### src/tpm_defs.svh
// Register map, bit positions, reset values and fixed counts of the one-pulse timer.
// Assumes inclusion by bare name from the package; the design modules use its macros without including it.
`ifndef TPM_DEFS_SVH
`define TPM_DEFS_SVH

// Register addresses (byte registers on a 4-bit address)
`define TPM_ADDR_CTRL1 4'h0
`define TPM_ADDR_CTRL2 4'h1
`define TPM_ADDR_STATUS 4'h2
`define TPM_ADDR_CAP1_HI 4'h3
`define TPM_ADDR_CAP1_LO 4'h4
`define TPM_ADDR_CMP1_HI 4'h5
`define TPM_ADDR_CMP1_LO 4'h6
`define TPM_ADDR_CMP2_HI 4'h7
`define TPM_ADDR_CMP2_LO 4'h8
`define TPM_ADDR_CNT_HI 4'h9
`define TPM_ADDR_CNT_LO 4'hA
`define TPM_ADDR_IRQ_STAT 4'hB
`define TPM_ADDR_IRQ_MASK 4'hC

// control_reg_one fields
`define TPM_CR1_CAP_IE 7
`define TPM_CR1_CMP_IE 6
`define TPM_CR1_LVL_DURING 2
`define TPM_CR1_EDGE 1
`define TPM_CR1_LVL_AFTER 0

// control_reg_two fields
`define TPM_CR2_OUT_EN 7
`define TPM_CR2_ONE_PULSE 5
`define TPM_CR2_PWM 4
`define TPM_CR2_CLK_HI 3
`define TPM_CR2_CLK_LO 2

// timer_status_reg fields
`define TPM_SR_CAP1 7
`define TPM_SR_CMP1 6
`define TPM_SR_CMP2 3

// Event status and mask fields
`define TPM_EV_TRIG 0
`define TPM_EV_END 1
`define TPM_EV_CMP2 2

// Reset and preset values
`define TPM_CTRL_RST 8'h00
`define TPM_CNT_RST 16'hFFFC
`define TPM_CNT_PRESET 16'hFFFC
`define TPM_CAP_PRESET 16'hFFFD
`define TPM_CAP_RST 16'h0000
`define TPM_CMP_RST 16'h8000
`define TPM_EV_RST 3'h0
`define TPM_RDATA_IDLE 8'h00

// Prescaler masks: tick when the low counter bits are all ones
`define TPM_PRE_MASK_DIV2 3'h1
`define TPM_PRE_MASK_DIV4 3'h3
`define TPM_PRE_MASK_DIV8 3'h7
`define TPM_PRE_RST 3'h0
`define TPM_PRE_STEP 3'h1

`endif

### src/tpm_pkg.sv
// Types shared by the one-pulse timer and its prescaler.
// Assumes tpm_defs.svh is on the include path.
`include "tpm_defs.svh"

package tpm_pkg;

   // Timer clock choice, as held in control_reg_two
   typedef enum logic [1:0] {
      TPM_DIV4 = 2'b00,
      TPM_DIV2 = 2'b01,
      TPM_DIV8 = 2'b10,
      TPM_EXT  = 2'b11
   } tpm_clk_sel_t;

   // Whole state of the timer core
   typedef struct packed {
      logic [7:0] ctrl1;
      logic [7:0] ctrl2;
      logic [15:0] counter;
      logic [15:0] cap1;
      logic [15:0] cmp1;
      logic [15:0] cmp2;
      logic cap1_flag;
      logic cmp1_flag;
      logic cmp2_flag;
      logic cap1_armed;
      logic cmp1_armed;
      logic cmp2_armed;
      logic trig_prev;
      logic pin;
      logic pin_oe;
      logic [2:0] ev_stat;
      logic [2:0] ev_mask;
      logic [7:0] rdata;
      logic irq;
   } tpm_state_t;

   // Whole state of the prescaler
   typedef struct packed {
      logic [2:0] cnt;
      logic ext_prev;
      logic tick;
   } tpm_pre_state_t;

endpackage

### src/tpm_tick_if.sv
// Carrier between the timer core and its prescaler.
// Assumes both ends sit on the same clock.
`timescale 1ns/1ps

interface tpm_tick_if;
   import tpm_pkg::*;
   tpm_clk_sel_t clk_sel;
   logic ext_clk;
   logic tick;

   // Core chooses the rate and forwards the external clock level
   modport core (output clk_sel, output ext_clk, input tick);
   // Prescaler turns the choice into a one-cycle tick
   modport gen (input clk_sel, input ext_clk, output tick);
endinterface

### src/tpm_timer.sv
// One-pulse timer core: free-running 16-bit counter, trigger capture, two compares and a pulse pin.
// Assumes a plain register port (one-cycle strobes, read data the next cycle) and inputs
// that are already synchronous to ref_clk_in.
// Function
// - One-pulse operation runs only while software sets the one-pulse select bit.
// - One-pulse uses capture channel one to trigger and compare one to end.
// - Trigger is the rising or falling trigger pin edge per edge select bit.
// - Pulse pin is driven by the timer only while compare-one output enable is set.
// - Each valid trigger reloads the counter with FFFC.
// - Each valid trigger drives the pulse pin to the during-pulse level.
// - Each valid trigger sets the capture flag and loads capture one with FFFD.
// - Capture flag raises the interrupt when capture interrupt enable is set.
// - Capture flag clears after a status read seeing it, then a capture-low access.
// - Counter matching compare one drives the pin to the after-pulse level.
// - Counter advances at CPU clock divided by 2, 4 or 8 per clock select.
// - With external clock selected the counter advances once per external period.
// - One-pulse never sets compare flag one; compare flag two still works.
// - With one-pulse and PWM both selected, one-pulse is inactive.
// - Divide-by-two compares act at equality; other clocks one count later.
// - Compare two and its flag stay usable; during level serves only the pulse.
`timescale 1ns/1ps

module tpm_timer
   import tpm_pkg::*;
(
   // Clock and reset
   input wire logic ref_clk_in,
   input wire logic rst_n_in,
   // Register port
   input wire logic [3:0] reg_addr_in,
   input wire logic [7:0] reg_wdata_in,
   input wire logic reg_wr_in,
   input wire logic reg_rd_in,
   output logic [7:0] reg_rdata_out,
   // Pins
   input wire logic trigger_input_pin_in,
   input wire logic ext_timer_clk_in,
   output logic pulse_output_pin_out,
   output logic pulse_output_oe_out,
   // Interrupt
   output logic irq_out
);

   tpm_state_t s;
   tpm_state_t next_s;
   tpm_tick_if tk ();

   logic one_pulse_on;
   logic pwm_on;
   logic is_div2;
   logic rise;
   logic fall;
   logic trig_edge;
   logic trigger;
   logic tick;
   logic [15:0] cnt_inc;
   logic cmp1_hit;
   logic cmp2_hit;
   logic cap1_lo_access;
   logic cmp1_lo_access;
   logic cmp2_lo_access;
   logic status_read;
   logic ev_read;
   logic [7:0] rd_val;

   // Rate choice goes to the prescaler straight from control_reg_two
   assign tk.clk_sel = tpm_clk_sel_t'(s.ctrl2[`TPM_CR2_CLK_HI:`TPM_CR2_CLK_LO]);
   assign tk.ext_clk = ext_timer_clk_in;
   assign tick = tk.tick;

   tpm_prescaler tpm_prescaler_inst (
      .ref_clk_in(ref_clk_in),
      .rst_n_in(rst_n_in),
      .tk(tk.gen)
   );

   // Mode decode; PWM wins so one-pulse is shut off when both are set
   assign pwm_on = s.ctrl2[`TPM_CR2_PWM];
   assign one_pulse_on = s.ctrl2[`TPM_CR2_ONE_PULSE] & ~pwm_on;
   assign is_div2 = (tk.clk_sel == TPM_DIV2);

   // Trigger edge detect on the capture-one pin. The previous level resets low, so a pin
   // idling high shows one rising edge after reset; harmless while one-pulse select is clear.
   assign rise = trigger_input_pin_in & ~s.trig_prev;
   assign fall = ~trigger_input_pin_in & s.trig_prev;
   assign trig_edge = s.ctrl1[`TPM_CR1_EDGE] ? rise : fall;
   assign trigger = one_pulse_on & trig_edge;

   // Compare match: at equality for divide-by-two, one count later otherwise
   // Divide-by-two looks at the incremented count, so both variants act on a tick edge
   assign cnt_inc = s.counter + 16'h0001;
   assign cmp1_hit = tick & (is_div2 ? (cnt_inc == s.cmp1) : (s.counter == s.cmp1));
   assign cmp2_hit = tick & (is_div2 ? (cnt_inc == s.cmp2) : (s.counter == s.cmp2));

   // Bus side effects
   assign status_read = reg_rd_in & (reg_addr_in == `TPM_ADDR_STATUS);
   assign ev_read = reg_rd_in & (reg_addr_in == `TPM_ADDR_IRQ_STAT);
   assign cap1_lo_access = (reg_rd_in | reg_wr_in) & (reg_addr_in == `TPM_ADDR_CAP1_LO);
   assign cmp1_lo_access = (reg_rd_in | reg_wr_in) & (reg_addr_in == `TPM_ADDR_CMP1_LO);
   assign cmp2_lo_access = (reg_rd_in | reg_wr_in) & (reg_addr_in == `TPM_ADDR_CMP2_LO);

   // Read mux; unmapped addresses read as zero
   always_comb begin
      rd_val = `TPM_RDATA_IDLE;
      case (reg_addr_in)
         `TPM_ADDR_CTRL1: rd_val = s.ctrl1;
         `TPM_ADDR_CTRL2: rd_val = s.ctrl2;
         `TPM_ADDR_STATUS: begin
            rd_val[`TPM_SR_CAP1] = s.cap1_flag;
            rd_val[`TPM_SR_CMP1] = s.cmp1_flag;
            rd_val[`TPM_SR_CMP2] = s.cmp2_flag;
         end
         `TPM_ADDR_CAP1_HI: rd_val = s.cap1[15:8];
         `TPM_ADDR_CAP1_LO: rd_val = s.cap1[7:0];
         `TPM_ADDR_CMP1_HI: rd_val = s.cmp1[15:8];
         `TPM_ADDR_CMP1_LO: rd_val = s.cmp1[7:0];
         `TPM_ADDR_CMP2_HI: rd_val = s.cmp2[15:8];
         `TPM_ADDR_CMP2_LO: rd_val = s.cmp2[7:0];
         `TPM_ADDR_CNT_HI: rd_val = s.counter[15:8];
         `TPM_ADDR_CNT_LO: rd_val = s.counter[7:0];
         `TPM_ADDR_IRQ_STAT: rd_val = {5'h00, s.ev_stat};
         `TPM_ADDR_IRQ_MASK: rd_val = {5'h00, s.ev_mask};
         default: rd_val = `TPM_RDATA_IDLE;
      endcase
   end

   // Next-state logic; clears are applied before sets so a same-cycle event wins
   always_comb begin
      next_s = s;
      next_s.trig_prev = trigger_input_pin_in;
      next_s.rdata = reg_rd_in ? rd_val : `TPM_RDATA_IDLE;

      // Register writes
      if (reg_wr_in) begin
         case (reg_addr_in)
            `TPM_ADDR_CTRL1: next_s.ctrl1 = reg_wdata_in;
            `TPM_ADDR_CTRL2: next_s.ctrl2 = reg_wdata_in;
            `TPM_ADDR_CMP1_HI: next_s.cmp1[15:8] = reg_wdata_in;
            `TPM_ADDR_CMP1_LO: next_s.cmp1[7:0] = reg_wdata_in;
            `TPM_ADDR_CMP2_HI: next_s.cmp2[15:8] = reg_wdata_in;
            `TPM_ADDR_CMP2_LO: next_s.cmp2[7:0] = reg_wdata_in;
            `TPM_ADDR_IRQ_MASK: next_s.ev_mask = reg_wdata_in[2:0];
            default: next_s.ev_mask = s.ev_mask;
         endcase
      end

      // First clear step: status read arms each flag it saw set
      if (status_read) begin
         next_s.cap1_armed = s.cap1_flag | s.cap1_armed;
         next_s.cmp1_armed = s.cmp1_flag | s.cmp1_armed;
         next_s.cmp2_armed = s.cmp2_flag | s.cmp2_armed;
      end
      // Second clear step: low-byte access clears an armed flag
      if (cap1_lo_access && s.cap1_armed) begin
         next_s.cap1_flag = 1'b0;
         next_s.cap1_armed = 1'b0;
      end
      if (cmp1_lo_access && s.cmp1_armed) begin
         next_s.cmp1_flag = 1'b0;
         next_s.cmp1_armed = 1'b0;
      end
      if (cmp2_lo_access && s.cmp2_armed) begin
         next_s.cmp2_flag = 1'b0;
         next_s.cmp2_armed = 1'b0;
      end
      if (ev_read) begin
         next_s.ev_stat = `TPM_EV_RST;
      end

      // Free-running counter, wraps from FFFF to 0000
      if (tick) begin
         next_s.counter = cnt_inc;
      end

      // Compare one ends the pulse; its flag only outside one-pulse and PWM
      if (cmp1_hit) begin
         next_s.pin = s.ctrl1[`TPM_CR1_LVL_AFTER];
         if (!one_pulse_on && !pwm_on) begin
            next_s.cmp1_flag = 1'b1;
         end
         if (one_pulse_on) begin
            next_s.ev_stat[`TPM_EV_END] = 1'b1;
         end
      end

      // Compare two only flags elapsed time; it never touches the pin
      if (cmp2_hit && !pwm_on) begin
         next_s.cmp2_flag = 1'b1;
         next_s.ev_stat[`TPM_EV_CMP2] = 1'b1;
      end

      // Valid trigger overrides everything else on the counter and pin
      if (trigger) begin
         next_s.counter = `TPM_CNT_PRESET;
         next_s.pin = s.ctrl1[`TPM_CR1_LVL_DURING];
         next_s.cap1 = `TPM_CAP_PRESET;
         next_s.cap1_flag = 1'b1;
         next_s.ev_stat[`TPM_EV_TRIG] = 1'b1;
      end

      // Pin handed to the timer only with the output enable bit
      next_s.pin_oe = next_s.ctrl2[`TPM_CR2_OUT_EN];

      // One level interrupt: masked event bits plus the flag enables
      next_s.irq = (|(next_s.ev_stat & next_s.ev_mask))
         | (next_s.cap1_flag & next_s.ctrl1[`TPM_CR1_CAP_IE])
         | ((next_s.cmp1_flag | next_s.cmp2_flag) & next_s.ctrl1[`TPM_CR1_CMP_IE]);
   end

   // State register; pin latch starts low
   always_ff @(posedge ref_clk_in or negedge rst_n_in) begin
      if (!rst_n_in) begin
         s.ctrl1 <= `TPM_CTRL_RST;
         s.ctrl2 <= `TPM_CTRL_RST;
         s.counter <= `TPM_CNT_RST;
         s.cap1 <= `TPM_CAP_RST;
         s.cmp1 <= `TPM_CMP_RST;
         s.cmp2 <= `TPM_CMP_RST;
         s.cap1_flag <= 1'b0;
         s.cmp1_flag <= 1'b0;
         s.cmp2_flag <= 1'b0;
         s.cap1_armed <= 1'b0;
         s.cmp1_armed <= 1'b0;
         s.cmp2_armed <= 1'b0;
         s.trig_prev <= 1'b0;
         s.pin <= 1'b0;
         s.pin_oe <= 1'b0;
         s.ev_stat <= `TPM_EV_RST;
         s.ev_mask <= `TPM_EV_RST;
         s.rdata <= `TPM_RDATA_IDLE;
         s.irq <= 1'b0;
      end else begin
         s <= next_s;
      end
   end

   // Outputs straight from the state register
   assign reg_rdata_out = s.rdata;
   assign pulse_output_pin_out = s.pin;
   assign pulse_output_oe_out = s.pin_oe;
   assign irq_out = s.irq;
endmodule

### src/tpm_prescaler.sv
// Timer clock enable: CPU clock divided by 2, 4 or 8, or one tick per external clock period.
// Assumes the external clock level is synchronous to ref_clk_in and slower than half its rate.
`timescale 1ns/1ps

module tpm_prescaler
   import tpm_pkg::*;
(
   // Clock and reset
   input wire logic ref_clk_in,
   input wire logic rst_n_in,
   // Rate choice and tick
   tpm_tick_if.gen tk
);

   tpm_pre_state_t s;
   tpm_pre_state_t next_s;
   logic [2:0] mask;

   // Divider and external edge detect; tick is registered so it is one clean cycle
   always_comb begin
      next_s = s;
      next_s.cnt = s.cnt + `TPM_PRE_STEP;
      next_s.ext_prev = tk.ext_clk;
      mask = `TPM_PRE_MASK_DIV4;
      case (tk.clk_sel)
         TPM_DIV2: mask = `TPM_PRE_MASK_DIV2;
         TPM_DIV4: mask = `TPM_PRE_MASK_DIV4;
         TPM_DIV8: mask = `TPM_PRE_MASK_DIV8;
         default: mask = `TPM_PRE_MASK_DIV8;
      endcase
      if (tk.clk_sel == TPM_EXT) begin
         next_s.tick = tk.ext_clk & ~s.ext_prev;
      end else begin
         next_s.tick = ((s.cnt & mask) == mask);
      end
   end

   // State register
   always_ff @(posedge ref_clk_in or negedge rst_n_in) begin
      if (!rst_n_in) begin
         s.cnt <= `TPM_PRE_RST;
         s.ext_prev <= 1'b0;
         s.tick <= 1'b0;
      end else begin
         s <= next_s;
      end
   end

   assign tk.tick = s.tick;
endmodule

### config.mk
export PLATFORM = sky130hd
export DESIGN_NAME = tpm_timer
export DESIGN_NICKNAME = d
export VERILOG_FILES = /design/src/tpm_pkg.sv /design/src/tpm_tick_if.sv /design/src/tpm_timer.sv /design/src/tpm_prescaler.sv
export VERILOG_INCLUDE_DIRS = /design/src /design/src/src
export SDC_FILE = /design/constraint.sdc
export NUM_CORES = 1
export LEC_CHECK = 0
export BUFFER_PORTS_ARGS = -buffer_cell sky130_fd_sc_hd__buf_2
export CELL_PAD_IN_SITES_DETAIL_PLACEMENT = 1
export CELL_PAD_IN_SITES_GLOBAL_PLACEMENT = 1
export CORE_UTILIZATION = 49
export DETAILED_ROUTE_END_ITERATION = 7
export PLACE_DENSITY_LB_ADDON = 0.3
export SYNTH_ARGS = -nofsm -noshare
export SYNTH_HDL_FRONTEND = slang
export SYNTH_SLANG_ARGS = --single-unit
### constraint.sdc
create_clock -name ref_clk_in -period 3.25 [get_ports ref_clk_in]
set_clock_uncertainty 0.15 [all_clocks]
set_input_delay 0.975 -clock ref_clk_in [delete_from_list [all_inputs] [get_ports ref_clk_in]]
set_output_delay 0.975 -clock ref_clk_in [all_outputs]
set_load 0.005 [all_outputs]
Yosys cells after proc, flatten, opt, wreduce, memory -nomap -nowiden
Index checks and enable logic that the tools add are counted.
{ "classes": {"addsub": 2, "n_eq_ne": 19, "mux": 35, "bitwise": 27, "reduce_logical": 21} }
{ "ops": {"columns": ["cell", "n"], "rows": [
  ["16-bit == test", 4],
  ["3-bit case mux with 12 select lines", 1],
  ["16-bit two-way mux", 2],
  ["32-bit two-way mux", 1],
  ["8-bit two-way mux", 3],
  ["2-bit case mux with 11 select lines", 1],
  ["4-bit == test, second input constant", 5],
  ["1-bit two-way mux", 20],
  ["2-bit case mux with 10 select lines", 1],
  ["16-bit by 1-bit adder with 16-bit output, second input constant", 1],
  ["4-bit by 3-bit == test with 1-bit output, second input constant", 4],
  ["1-bit AND", 14],
  ["3-bit two-way mux", 4],
  ["2-bit AND reduction", 6],
  ["1-bit case mux with 11 select lines", 1],
  ["2-bit nonzero test", 5],
  ["4-bit by 2-bit == test with 1-bit output, second input constant", 2],
  ["1-bit OR", 7],
  ["3-bit AND", 2],
  ["3-bit case mux with 2 select lines", 1],
  ["1-bit logical AND", 5],
  ["4-bit by 1-bit == test with 1-bit output, second input constant", 1],
  ["4-bit zero test", 1],
  ["1-bit inverter", 4],
  ["7 further kinds", 8]
]} }
{ "word_totals": {"regBits": 93, "inputBits": 18, "out_inout_bits": 11, "word_cells": 129} }

Logic depth before layout (Yosys ltp)
{ "logic_depth": {"ltp_word": 10, "mapped_depth": 11, "ltp_nobuf": 9} }

Modules after synthesis
Synthesis repeated with hierarchy kept, for this count alone.
{ "unflattened": {"hier_cells": 574, "area_unflattened_um2": 5660.4} }
{ "modules_own_cells": {"columns": ["module", "n_inst", "cells_each", "area_per_inst_um2", "seq_area_each_um2"], "rows": [
  ["tpm_timer", 1, 561, 5477.8, 2222.1],
  ["tpm_prescaler", 1, 13, 182.7, 125.1]
]} }

Worst setup path after synthesis
No wires, ideal clock.
{ "synth_timing": {"path_type": "reg-to-reg", "startpoint": "register s[73] in the netlist's numbering", "endpoint": "register s, in the netlist irq_out", "setup_time_ns": 0.086, "t_arrival_ns": 2.703, "required_ns": 3.014, "path_slack_ns": 0.312, "stages_incl_launch_ff": 10, "n_path_buf": 0, "period_less_slack_ns": 2.938, "cell_sequence": "dfrtp_1 > ha_1 > nand3_1 > nor2_1 > mux2_2 > nor4b_2 > nand3_1 > or3_1 > or3b_1 > o221ai_2"} }
{ "synth_lines": {"columns": ["item", "line_no", "text"], "rows": [
  ["from (decl)", "tpm_timer.sv:44", "tpm_state_t s;"],
  ["from (signal assigned)", "tpm_timer.sv:233", "s <= next_s;"]
]} }

==> results.tsv <==
metric	value	unit
cpLargestDelayFamily	simple AND/OR/NAND/NOR gates	
ys_seq_area_frac	0.408	
p_leak	2.61	nW
grt_max_degree	94	
synthSimpleGateAreaFrac	0.208	
htree_levels	3	
finalWirelength	19500	µm
internal-power	2.90	mW
timing.fmax	0.315	GHz
synth_edf_count	0	
cp_num_buf_inv	1	
p_clk_frac	0.210	
worst_pin_slew	721	ps
critPathKind	register to register	
pwr-share-seq	0.406	
syn_to_final_growth	11.7	%
synth_seq_cells	93	
synth_area_per_cell	9.87	µm²
layout-drive-gt1-share	0.275	
antenna_left	0	
cts_tree	built	
status	complete, no violations	
startpoint_type	register	
grt_pass1_wl	29800	µm
avgViaCountPerCell	6.50	
die_area	12200	µm²
clk_latency	360	ps
required	3390	ps
final_max_slew_viol_count	0	
cp_cell_sequence	nand4_2 -> buf_4 -> nor3_1 -> nor3b_1 -> a2111oi_0 -> nand4_1 -> or4_4 -> and4_1 -> o221ai_2	
clockBufferDepth	2	
synth_compound_area_frac	0.121	
drc	0	
synth.distinct_cells	70	
p_sw	2.07	mW
hold_violations	0	
die_y	110	µm
period_needed	3180	ps
synth_ff_type	dfrtp_1	
ios	29	
crit_arrival	3320	ps
syn_area	5760	µm²
setup_tns	0	ps
cts_buffers	9	
synth_top_family_by_area	simple AND/OR/NAND/NOR gates	
avgRoutedWirePerCell	25.8	µm
synth_xor_area_frac	0.0837	
hp-class	register to register	
power_density	772	nW/µm²
slowest_delay	690	ps
nNetsFinal	629	
port-buffer-count	28	
vias	4918	
cp_max_fo	11	
maxCapViolCount	0	
critPathCaptureType	register	
start_util	0.504	
postCtsHoldBufs	0	
syn_inst	583	
setup_violations	0	
coreArea	11400	µm²
gp_congestion	0.998	
yosys-mux-area-fraction	0.129	
clk_pin_slew	80	ps
overflow	0	
synth_warnings	0	
period_share	0.978	
dp_cells	741	
r2r_slack	70	ps
slew_headroom	0.512	
synthArstFlopShare	1.00	
syn_nets	603	
synthAdderAreaFrac	0.00435	
die_x	110	µm
cts_sinks	93	
sw_frac_of_total	0.416	
post_cts_buffers	0	
vdd_drop_max	0.000469	V
root_buffer	clkbuf_16	
fill_cells	1247	
comb_power_share	0.384	
grt_pass1_vias	5073	
cp_slowest_cell	dfstp_2	
antenna_found_initial	0	
hpwl	14400	µm
drt_iter0_markers	344	
firstDrtPassIters	5	
grt_util_all_layers	0.341	
instances_no_fill	757	
rows	39	
diodes	0	
-- worst reg2reg max path, cell delays in order (launching register included) --
cell	delay, ps
dfstp_2	690
nand4_2	130
buf_4	190
nor3_1	240
nor3b_1	90
a2111oi_0	530
nand4_1	240
or4_4	500
and4_1	220
o221ai_2	130
-- cells in the final DEF (no fill, tap or decap), types with 3 or more instances in the layout --
cell       Yosys  routed
nand3_1       14      14
o21ai_0       14      14
and3_1         5       5
nand2b_1       8       8
xor2_1        16      16
buf_2          9      27
clkinv_4       0       3
nor2b_1       10      10
mux2i_1        8       8
a32o_1         3       3
nand4b_1       3       3
a21oi_1       20      20
a31oi_1       10      10
nand4_1       10      10
nand2_1       57      57
nor3b_1        4       4
o2111ai_1      3       3
nor2_1        43      42
a32oi_1        5       5
and2_1         4       4
dfstp_2       16      14
inv_1          5       5
nand3b_1       9       9
xnor2_1       39      39
buf_4          8      34
mux2_2        59      59
a22o_1         7       7
dfrtp_1       77      77
nor4_1        10       9
clkbuf_16      0       9
a221oi_1       6       6
a22oi_1        8       8
and4_1         5       5
nor3_1        12      12
-- cells in the mapped netlist, drive strengths merged (6+ instances only) --
| cell type | number | area (µm²) |
|---|---|---|
| nor2b | 10 | 62.6 |
| nand3b | 9 | 67.6 |
| a221oi | 6 | 52.6 |
| o21ai | 14 | 70.1 |
| mux2 | 59 | 664 |
| nor3 | 14 | 86.3 |
| nand2b | 9 | 63.8 |
| nand4 | 12 | 87.6 |
| nor4 | 12 | 105 |
| nand2 | 57 | 214 |
| buf | 22 | 146 |
| a22oi | 8 | 60.1 |
| dfstp | 16 | 420 |
| a21oi | 20 | 100 |
| xor2 | 16 | 140 |
| dfrtp | 77 | 1930 |
| a31oi | 10 | 62.6 |
| clkbuf | 26 | 97.6 |
| nand3 | 15 | 80.1 |
| nor2 | 43 | 161 |
| xnor2 | 39 | 342 |
| a22o | 7 | 61.3 |
| mux2i | 8 | 80.1 |
-- metal layers --
layer / track usage / vias to the layer above / routed length (µm)
li1: - / 2158 / -
met1: 0.480 / 2515 / 8820
met2: 0.507 / 190 / 8710
met3: 0.0582 / 55 / 1250
met4: 0.163 / 0 / 753
met5: 0 / - / 0
-- state kept, by name, summed over array words and instances (netlist names) --
| register | count |
|---|---|
| reg_rdata_out | 8 |
| pulse_output_pin_out | 1 |
| tpm_prescaler_inst.s | 4 |
| pwm_on | 1 |
| irq_out | 1 |
| tpm_prescaler_inst.tk.tick | 1 |
| s | 77 |
-- per-stage QoR --
step / setup slack, ps / utilization / cell area (µm²) / total power, mW / hold WS, ps
floorplan: 312 / - / 5760 / 3.15 / 287
global placement: 41.7 / 0.536 / 6120 / 3.75 / 300
detailed placement: 34.3 / 0.536 / 6120 / 3.84 / 325
CTS: 7.33 / 0.561 / 6400 / 4.89 / 333
global route: -24.4 / 0.563 / 6430 / 5.17 / 346
finish: 71.9 / 0.563 / 6430 / 4.97 / 337
-- final timing paths --
kind | from | to | cells past startpoint
worst max-delay path | s[78] | irq_out | 9
worst min-delay path | tpm_prescaler_inst.s[4] | tpm_prescaler_inst.s[4] | 1
worst max register to register | s[78] | irq_out | 9
worst min register to register | tpm_prescaler_inst.s[4] | tpm_prescaler_inst.s[4] | 1
max in group asynchronous | rst_n_in | s[55] | 2
min in group asynchronous | rst_n_in | s[51] | 2
-- kinds of logic after synthesis --
family / Yosys count
xor gates and xnor gates: 55
buffers and inverters: 53
AOI/OAI and AO/OA: 98
and+or+nand+nor: 215
DFF: 93
muxes: 67
adders and majority gates: 2
-- power groups by stage --
stage / Sequential, mW / Combinational [mW] / Clock (mW)
final: 2.02 / 1.90 / 1.04
after detailed placement: 2.00 / 1.84 / 0
after floorplan: 1.69 / 1.45 / 0
after global routing: 2.04 / 2.04 / 1.09
after CTS: 1.98 / 1.86 / 1.05
after global placement: 1.97 / 1.78 / 0
-- cell type report --
type	count	area, µm²	area share
well taps	143	179	0.0278
clock buffers	10	229	0.0356
repair buffers	63	430	0.0669
inverters	5	18.8	0.00292
clock inverters	6	55.1	0.00856
multi-input cells	437	3160	0.492
flip-flops and latches	93	2350	0.366
-- repair_timing --
item                                   in CTS  in global routing
resized for setup                           0                  6
endpoints found under the hold margin       0                  0
setup endpoints to repair                   0                  1
Power figures use the tool's default switching activity.
